## config.mk

```make
export PLATFORM = sky130hd
export DESIGN_NAME = rsfe_top
export DESIGN_NICKNAME = d
export VERILOG_FILES = /design/src/hdl/rsfe_pkg.sv /design/src/hdl/rsfe_strap_decode.sv /design/src/hdl/rsfe_top.sv
export SDC_FILE = /design/constraint.sdc
export NUM_CORES = 1
export LEC_CHECK = 0
export ABC_AREA = 0
export BUFFER_PORTS_ARGS = -buffer_cell sky130_fd_sc_hd__buf_2
export CORE_ASPECT_RATIO = 0.8
export CORE_MARGIN = 2
export CORE_UTILIZATION = 50
export CTS_CLUSTER_DIAMETER = 80
export DETAILED_ROUTE_END_ITERATION = 7
export PLACE_DENSITY = 0.83
export SLEW_MARGIN = 15
export SYNTH_ARGS = -nofsm -noshare
export SYNTH_HDL_FRONTEND = slang
export SYNTH_HIERARCHICAL = 1
export SYNTH_SLANG_ARGS = --single-unit
```

## constraint.sdc

```tcl
create_clock -name I_CLOCK -period 1.4 [get_ports I_CLOCK]
set_input_delay 0.14 -clock I_CLOCK [delete_from_list [all_inputs] [get_ports I_CLOCK]]
set_output_delay 0.14 -clock I_CLOCK [all_outputs]
set_load 0.1 [all_outputs]
```

## src/hdl/rsfe_pkg.sv

```systemverilog
/*
 * rsfe_pkg: constants and types shared by the boot strap and numeric
 * error logic.
 * assumes: nothing beyond a SystemVerilog compiler; no clocked logic here.
 */
package rsfe_pkg;

    // default width of the boot ROM address that passes through the block
    localparam int ADDR_WIDTH_DEF = 19;

    // address bits that may be inverted for boot-block flash recovery
    localparam int INV_BIT_8K  = 15;
    localparam int INV_BIT_16K = 16;
    localparam int INV_BIT_32K = 17;
    localparam int INV_BIT_64K = 18;

    // reset values of the captured straps and of the driven outputs
    localparam logic STRAP_RESET  = 1'h0;
    localparam logic IGNORE_RESET = 1'h0;
    localparam logic IRQ_RESET    = 1'h0;

    // the three boot straps, caught together as one word
    typedef struct packed {
        logic rom_type_strap;   // high: no address bit is inverted
        logic boot_strap_low;   // sampled on the address wrap gate pin
        logic boot_strap_high;  // sampled on the numeric error ignore pin
    } rsfe_strap_type;

    // decoded flash size that the straps select
    typedef enum logic [2:0] {
        RSFE_PASS  = 3'h0,
        RSFE_F8K   = 3'h1,
        RSFE_F16K  = 3'h2,
        RSFE_F32K  = 3'h3,
        RSFE_F64K  = 3'h4
    } rsfe_mode_type;

endpackage : rsfe_pkg

```

## src/hdl/rsfe_strap_decode.sv

```systemverilog
/*
 * rsfe_strap_decode: turns the captured boot straps into an address
 * inversion mask and a flash size code.
 * assumes: the strap word is held stable by the caller; purely combinational.
 */
`timescale 1ns/100ps

module rsfe_strap_decode #(
    parameter int ADDR_WIDTH = rsfe_pkg::ADDR_WIDTH_DEF
) (
    input  wire rsfe_pkg::rsfe_strap_type i_straps,
    output rsfe_pkg::rsfe_mode_type       o_mode,
    output logic [ADDR_WIDTH-1:0]         o_mask
);
    import rsfe_pkg::*;

    // every mask bit that may be set must exist; refused at elaboration
    if (ADDR_WIDTH <= INV_BIT_64K) begin : g_width_check
        $error("ADDR_WIDTH too small for the strap inversion bits");
    end

    // the rom type strap overrides both size straps
    always_comb begin
        o_mode = RSFE_PASS;
        if (i_straps.rom_type_strap) begin
            o_mode = RSFE_PASS;
        end else begin
            case ({i_straps.boot_strap_low, i_straps.boot_strap_high})
                2'h3: o_mode = RSFE_F16K;
                2'h2: o_mode = RSFE_F32K;
                2'h1: o_mode = RSFE_F64K;
                2'h0: o_mode = RSFE_F8K;
                default: o_mode = RSFE_PASS;
            endcase
        end
    end

    // one hot mask; pass mode leaves every bit untouched
    always_comb begin
        o_mask = '0;
        case (o_mode)
            RSFE_F8K:  o_mask[INV_BIT_8K]  = 1'h1;
            RSFE_F16K: o_mask[INV_BIT_16K] = 1'h1;
            RSFE_F32K: o_mask[INV_BIT_32K] = 1'h1;
            RSFE_F64K: o_mask[INV_BIT_64K] = 1'h1;
            default:   o_mask = '0;
        endcase
    end

endmodule // rsfe_strap_decode

```

## src/hdl/rsfe_top.sv

```systemverilog
/*
 * rsfe_top: boot ROM strap capture, ROM address inversion for boot-block
 * flash recovery, the numeric error ignore output and the coprocessor
 * interrupt request raised by the processor's floating point error.
 * assumes: I_RST is the power-up reset, all inputs are synchronous to
 * I_CLOCK, and the strap pull resistors settle before reset is released.
 */
// Behaviour
// - at power-up the straps are sampled: high on ignore, low on wrap gate, type on rom select.
// - rom type strap high inverts no ROM address bit, whatever the size straps hold.
// - type low, low strap high, high strap high inverts address bit 16 for a 16K by 8 flash.
// - all three straps low invert address bit 15 for an 8K by 8 flash.
// - type low, low strap high, high strap low inverts address bit 17 for a 32K by 8 flash.
// - type low, low strap low, high strap high inverts address bit 18 for a 64K by 8 flash.
// - after power-up the pin drives numeric error ignore; while high the processor skips errors.
// - the processor's floating point error raises coprocessor interrupt line 13.
`timescale 1ns/100ps

module rsfe_top #(
    parameter int ADDR_WIDTH = rsfe_pkg::ADDR_WIDTH_DEF
) (
    input  wire logic                  I_CLOCK,
    input  wire logic                  I_RST,
    // multiplexed numeric error ignore / high strap pin
    input  wire logic                  I_NUMERIC_ERROR_IGNORE,
    output logic                       O_NUMERIC_ERROR_IGNORE,
    output logic                       O_NUMERIC_ERROR_IGNORE_OE,
    // strap levels seen on the companion pins during power-up
    input  wire logic                  I_ADDRESS_WRAP_GATE,
    input  wire logic                  I_BOOT_ROM_SELECT,
    // request from the numeric error logic to assert ignore
    input  wire logic                  I_IGNORE_REQ,
    // ROM address from the cycle decoder and the address sent to the ROM
    input  wire logic [ADDR_WIDTH-1:0] I_ROM_ADDR,
    output logic [ADDR_WIDTH-1:0]      O_ROM_ADDR,
    // processor floating point error and the resulting interrupt request
    input  wire logic                  I_FPU_ERROR_IN,
    output logic                       O_COPROCESSOR_IRQ_LINE,
    // straps captured, the pin now works as an output
    output logic                       O_STRAPS_VALID,
    output rsfe_pkg::rsfe_mode_type    O_FLASH_MODE
);
    import rsfe_pkg::*;

    // the highest inverted bit must exist in the address; refused at elaboration
    if (ADDR_WIDTH <= INV_BIT_64K) begin : g_width_check
        $error("ADDR_WIDTH too small for the strap inversion bits");
    end

    logic                  captured;
    rsfe_strap_type        straps;
    rsfe_mode_type         mode;
    logic [ADDR_WIDTH-1:0] mask;
    rsfe_strap_type        next_straps;

    // strap word as it stands on the pins right now
    assign next_straps = '{rom_type_strap:  I_BOOT_ROM_SELECT,
                           boot_strap_low:  I_ADDRESS_WRAP_GATE,
                           boot_strap_high: I_NUMERIC_ERROR_IGNORE};

    // first edge after release marks the end of the strap window
    always_ff @(posedge I_CLOCK or posedge I_RST) begin
        if (I_RST) begin
            captured <= 1'h0;
        end else begin
            captured <= 1'h1;
        end
    end

    // straps are caught by a clocked edge, not by the reset itself, so the
    // flops see a constant while reset is high
    always_ff @(posedge I_CLOCK or posedge I_RST) begin
        if (I_RST) begin
            straps <= '{STRAP_RESET, STRAP_RESET, STRAP_RESET};
        end else if (!captured) begin
            straps <= next_straps;
        end
    end

    rsfe_strap_decode #(
        .ADDR_WIDTH (ADDR_WIDTH)
    ) u_decode (
        .i_straps (straps),
        .o_mode   (mode),
        .o_mask   (mask)
    );

    // address path: one register stage; mask is gated to zero until capture, which
    // is harmless because no ROM cycle runs in the first cycle after reset release
    always_ff @(posedge I_CLOCK or posedge I_RST) begin
        if (I_RST) begin
            O_ROM_ADDR <= '0;
        end else begin
            O_ROM_ADDR <= I_ROM_ADDR ^ (captured ? mask : '0);
        end
    end

    // pin is released while straps are sampled so the pull resistor wins,
    // then driven for the rest of operation
    always_ff @(posedge I_CLOCK or posedge I_RST) begin
        if (I_RST) begin
            O_NUMERIC_ERROR_IGNORE    <= IGNORE_RESET;
            O_NUMERIC_ERROR_IGNORE_OE <= 1'h0;
        end else if (captured) begin
            O_NUMERIC_ERROR_IGNORE    <= I_IGNORE_REQ;
            O_NUMERIC_ERROR_IGNORE_OE <= 1'h1;
        end
    end

    // floating point error is a level; the interrupt follows it a cycle late
    always_ff @(posedge I_CLOCK or posedge I_RST) begin
        if (I_RST) begin
            O_COPROCESSOR_IRQ_LINE <= IRQ_RESET;
        end else begin
            O_COPROCESSOR_IRQ_LINE <= I_FPU_ERROR_IN;
        end
    end

    // status seen by the rest of the chip
    always_ff @(posedge I_CLOCK or posedge I_RST) begin
        if (I_RST) begin
            O_STRAPS_VALID <= 1'h0;
            O_FLASH_MODE   <= RSFE_PASS;
        end else begin
            O_STRAPS_VALID <= captured;
            O_FLASH_MODE   <= mode;
        end
    end
endmodule // rsfe_top

```

# Yosys cells after proc, flatten, opt, wreduce, memory -nomap -nowiden
# Cells that the tools add are included.
[totals]
regBits = 30
in_bits = 26
out_inout_bits = 26
elab_cells = 26
[op_classes]
eq_ne = 7
n_mux = 7
n_bitwise = 1
n_reduce_logical = 1
[op_table]
columns = ["operator", "n"]
rows = [
  ["19-bit two-way mux", 1],
  ["19-bit XOR", 1],
  ["3-bit case mux with 4 select lines", 1],
  ["3-bit by 2-bit equality test with 1-bit output, second input constant", 2],
  ["2-bit equality test, second input constant", 2],
  ["1-bit two-way mux", 4],
  ["3-bit by 1-bit equality test with 1-bit output, second input constant", 1],
  ["3-bit equality test, second input constant", 1],
  ["3-bit two-way mux", 1],
  ["2-bit by 1-bit equality test with 1-bit output, second input constant", 1],
  ["2-bit zero test", 1],
]

# Depth between registers and ports, before layout
[logic_depth]
ltp_word = 7
mapped_depth = 4
mapped_depth_nobuf = 3

# Cells and area by module
# The synthesis kept the hierarchy.
[modules_own_cells]
columns = ["module", "instances", "cells_each", "area_each_um2", "seq_area_each_um2"]
rows = [
  ["rsfe_top", 1, 78, 1091.0, 750.7],
  ["rsfe_strap_decode", 1, 23, 162.7, 0.0],
]

# Worst setup path after synthesis
# OpenSTA, ideal clock, no wires.
[synth_path]
path_kind = "reg2reg"
start = "register O_NUMERIC_ERROR_IGNORE (netlist name)"
end = "register O_NUMERIC_ERROR_IGNORE"
setup_time_ns = 0.125
arrival_time_ns = 1.130
required_ns = 1.275
path_slack_ns = 0.144
stages_incl_launch_ff = 2
path_buffers = 0
period_less_slack_ns = 1.256
cell_sequence = "dfrtp_1 -> mux2_2"
[synth_rtl]
columns = ["item", "line", "text"]
rows = [
  ["to (signal assigned)", "rsfe_top.sv:102", "O_NUMERIC_ERROR_IGNORE <= IGNORE_RESET;"],
  ["to (signal assigned)", "rsfe_top.sv:105", "O_NUMERIC_ERROR_IGNORE <= I_IGNORE_REQ;"],
  ["to (decl)", "rsfe_top.sv:26", "output logic O_NUMERIC_ERROR_IGNORE,"],
]

# Worst setup path in the final report
[layout_path]
start = "register O_NUMERIC_ERROR_IGNORE_OE"
end = "output O_NUMERIC_ERROR_IGNORE_OE"
[layout_rtl]
columns = ["item", "line", "text"]
rows = [
  ["from (decl)", "rsfe_top.sv:27", "output logic O_NUMERIC_ERROR_IGNORE_OE,"],
  ["from (signal assigned)", "rsfe_top.sv:103", "O_NUMERIC_ERROR_IGNORE_OE <= 1'h0;"],
  ["from (signal assigned)", "rsfe_top.sv:106", "O_NUMERIC_ERROR_IGNORE_OE <= 1'h1;"],
]
# No word-level cell between the ends.

==> impl_metrics.py <==
metrics = {
    "critical_path": {
        "startpoint": "O_NUMERIC_ERROR_IGNORE_OE",
        "critPathBufInv": 1,
        "r2r_start": "captured",
        "cp-start-kind": "register",
        "worst_path_max_delay_cell": "buf_2",
        "critPathMaxFanout": 2,
        "end_kind": "output pin",
        "critPathTopFamily": "buffers and inverters",
        "crit_required_ns": 1.26,
        "cp_data_arrival_time_ns": 1.10,
        "crit_chain": "buf_2",
        "slowest_delay_ns": 0.43,
        "crit_type": "reg2out",
    },
    "global_route": {
        "grt_start_max_net_pins": 31,
        "grt_pass1_vias": 834,
        "gr-usage-met3_pct": 10.1,
        "grt_use_met2_pct": 24.6,
        "grt.busiest_layer": "met2",
        "grtUsageMet1_pct": 17.1,
        "overflow": 0,
        "antenna_found_initial": 0,
        "grt_use_total_pct": 16.1,
        "grt_pass1_wl_um": 3270,
    },
    "floorplanning": {
        "die_y_um": 48.8,
        "fp-row-count": 16,
        "die_area_mm2": 0.00293,
        "start_util_pct": 51.8,
        "core_area_mm2": 0.00242,
        "pin_count": 52,
        "die_w_um": 60.0,
    },
    "sta": {
        "grt_setup_unrepaired": "no",
        "clock.fmax_mhz": 805,
        "period_needed_ns": 1.24,
        "hold_ws_ns": 0.0290,
        "slew_viol_final": 0,
        "fin_skew_ns": 0.00254,
        "fin_crit_sh_pct": 88.7,
        "report.final.setup_viol": 0,
        "hold_viol": 0,
        "finalSetupTns_ns": 0,
    },
    "drt": {
        "firstDrtPassIters": 4,
        "drtIter0Drc": 12,
        "ant_nets": 0,
        "drc": 0,
        "routed-via-count": 804,
        "wl_per_cell_um": 9.84,
        "detail_route.vias_per_cell": 4.06,
        "wl_um": 1950,
    },
    "clock_network": {
        "cts_tree": "done",
        "post_cts_buffers": 0,
        "cts_sinks": 30,
        "cts-buffers-inserted": 5,
        "clk_pin_slew_ns": 0.08,
        "clock_path_buffers": 2,
        "htree_levels": 2,
        "clock-root-buffer": "clkbuf_4",
        "clk_latency_ns": 0.32,
    },
    "placement": {
        "io_buffer_count": 51,
        "dpl_cell_area_mm2": 0.00147,
        "gp_congestion": 0.745,
    },
    "power": {
        "powerDensity_mw_per_mm2": 1410,
        "power_leakage_nw": 0.789,
        "peakVddDrop_uv": 627,
    },
    "final_layout": {
        "design_area_mm2": 0.00158,
        "n_antenna_cell": 0,
        "final_common_cell": "buf_2",
        "area_delta_synth_final_pct": 25.9,
        "final_cell_mix": "buf_2, dfrtp_1, xnor2_1",
        "utilization_pct": 65.2,
        "layout-drive-gt1-share_pct": 39.5,
        "fin_nets": 189,
    },
    "min_path": {
        "hold_class": "in2reg",
        "hp-start": "I_ROM_ADDR[13]",
    },
    "synthesis": {
        "ys_warn_count": 6,
        "synth_top_area_share_pct": 59.9,
        "ys_ff_latch": 30,
        "synthCells": 101,
        "avgSynthCellArea_um2": 12.4,
        "ys_types": 16,
        "synth.area.top_cells": "dfrtp_1, xnor2_1, buf_4",
        "syn_area_mm2": 0.00125,
        "synth_area_leader_cell": "dfrtp_1",
        "seq_area_frac_synth_pct": 59.9,
    },
    "run_status": {
        "status": "completed",
    },
    "run": {
        "maxCapViolCount": 0,
    },
}
==> per-layer routing <==
metal | share of wire (%) | vias up
met5 | 0 | -
met4 | 1.3 | 0
met3 | 10 | 5
met2 | 46 | 44
met1 | 42 | 356
li1 | - | 399
==> where the power goes <==
group	internal (mW)	switching [mW]	total, mW
registers	0.943	0.0367	0.980
clock network	0.226	0.261	0.487
logic	0.145	0.622	0.766
total	1.31	0.920	2.23
==> cell type report <==
type / count / area [um2]
Clock buffer: 6 / 51.3
Fill cell: 197 / 843
Inverter: 1 / 3.75
Multi-Input combinational cell: 66 / 398
Sequential cell: 30 / 751
Tap cell: 36 / 45.0
Timing Repair Buffer: 59 / 330
==> metrics by stage <==
step | total power, mW | setup WS [ns] | cells
detailed placement | 1.75 | 0.227 | 186
CTS | 2.25 | 0.148 | 197
global placement | 1.74 | 0.278 | 186
global route | 2.34 | 0.104 | 198
finish | 2.23 | 0.158 | 198
floorplan | 1.66 | 0.144 | 115
==> state kept, by name (all words and copies together), names as in the netlist <==
| register | cells |
|---|---|
| O_ROM_ADDR | 19 |
| O_FLASH_MODE | 3 |
| straps | 3 |
| O_COPROCESSOR_IRQ_LINE | 1 |
| O_NUMERIC_ERROR_IGNORE | 1 |
| O_NUMERIC_ERROR_IGNORE_OE | 1 |
| O_STRAPS_VALID | 1 |
| captured | 1 |
==> path summary, 6_finish.rpt <==
path                                                   to  slack [ns]  cells past startpoint
worst min-delay path                       O_ROM_ADDR[13]        0.03                      2
worst min register to register  O_NUMERIC_ERROR_IGNORE_OE        0.47                      1
min in group asynchronous                   O_ROM_ADDR[6]        0.41                      4
worst max-delay path            O_NUMERIC_ERROR_IGNORE_OE        0.16                      1
max in group asynchronous                 O_FLASH_MODE[0]        0.71                      4
worst max register to register                  straps[2]        0.23                      1
==> Yosys cell counts <==
cell type	number
nor3_1	1
inv_1	1
buf_6	1
nor2b_1	1
nand2_2	1
nand2_1	18
and3b_1	1
nor3b_1	3
dfrtp_1	30
buf_4	15
mux2_2	4
conb_1	2
xnor2_1	19
nor2_1	1
buf_8	2
or2_1	1
==> kinds of logic (layout without fill, tap and decap cells) <==
logic type	Yosys count	in the layout	synth area share, %
DFF	30	30	59.9
and+or+nand+nor	27	27	10.1
xor gates and xnor gates	19	19	13.3
buffers and inverters	19	66	12.6
muxes	4	4	3.59
other	2	16	0.599
==> timing repair <==
action                                 4_1_cts  5_1_grt
endpoints found under the hold margin       34        1
hold buffers                                 5        1
resized for setup                            0        0
Power figures use the tool's default switching activity.
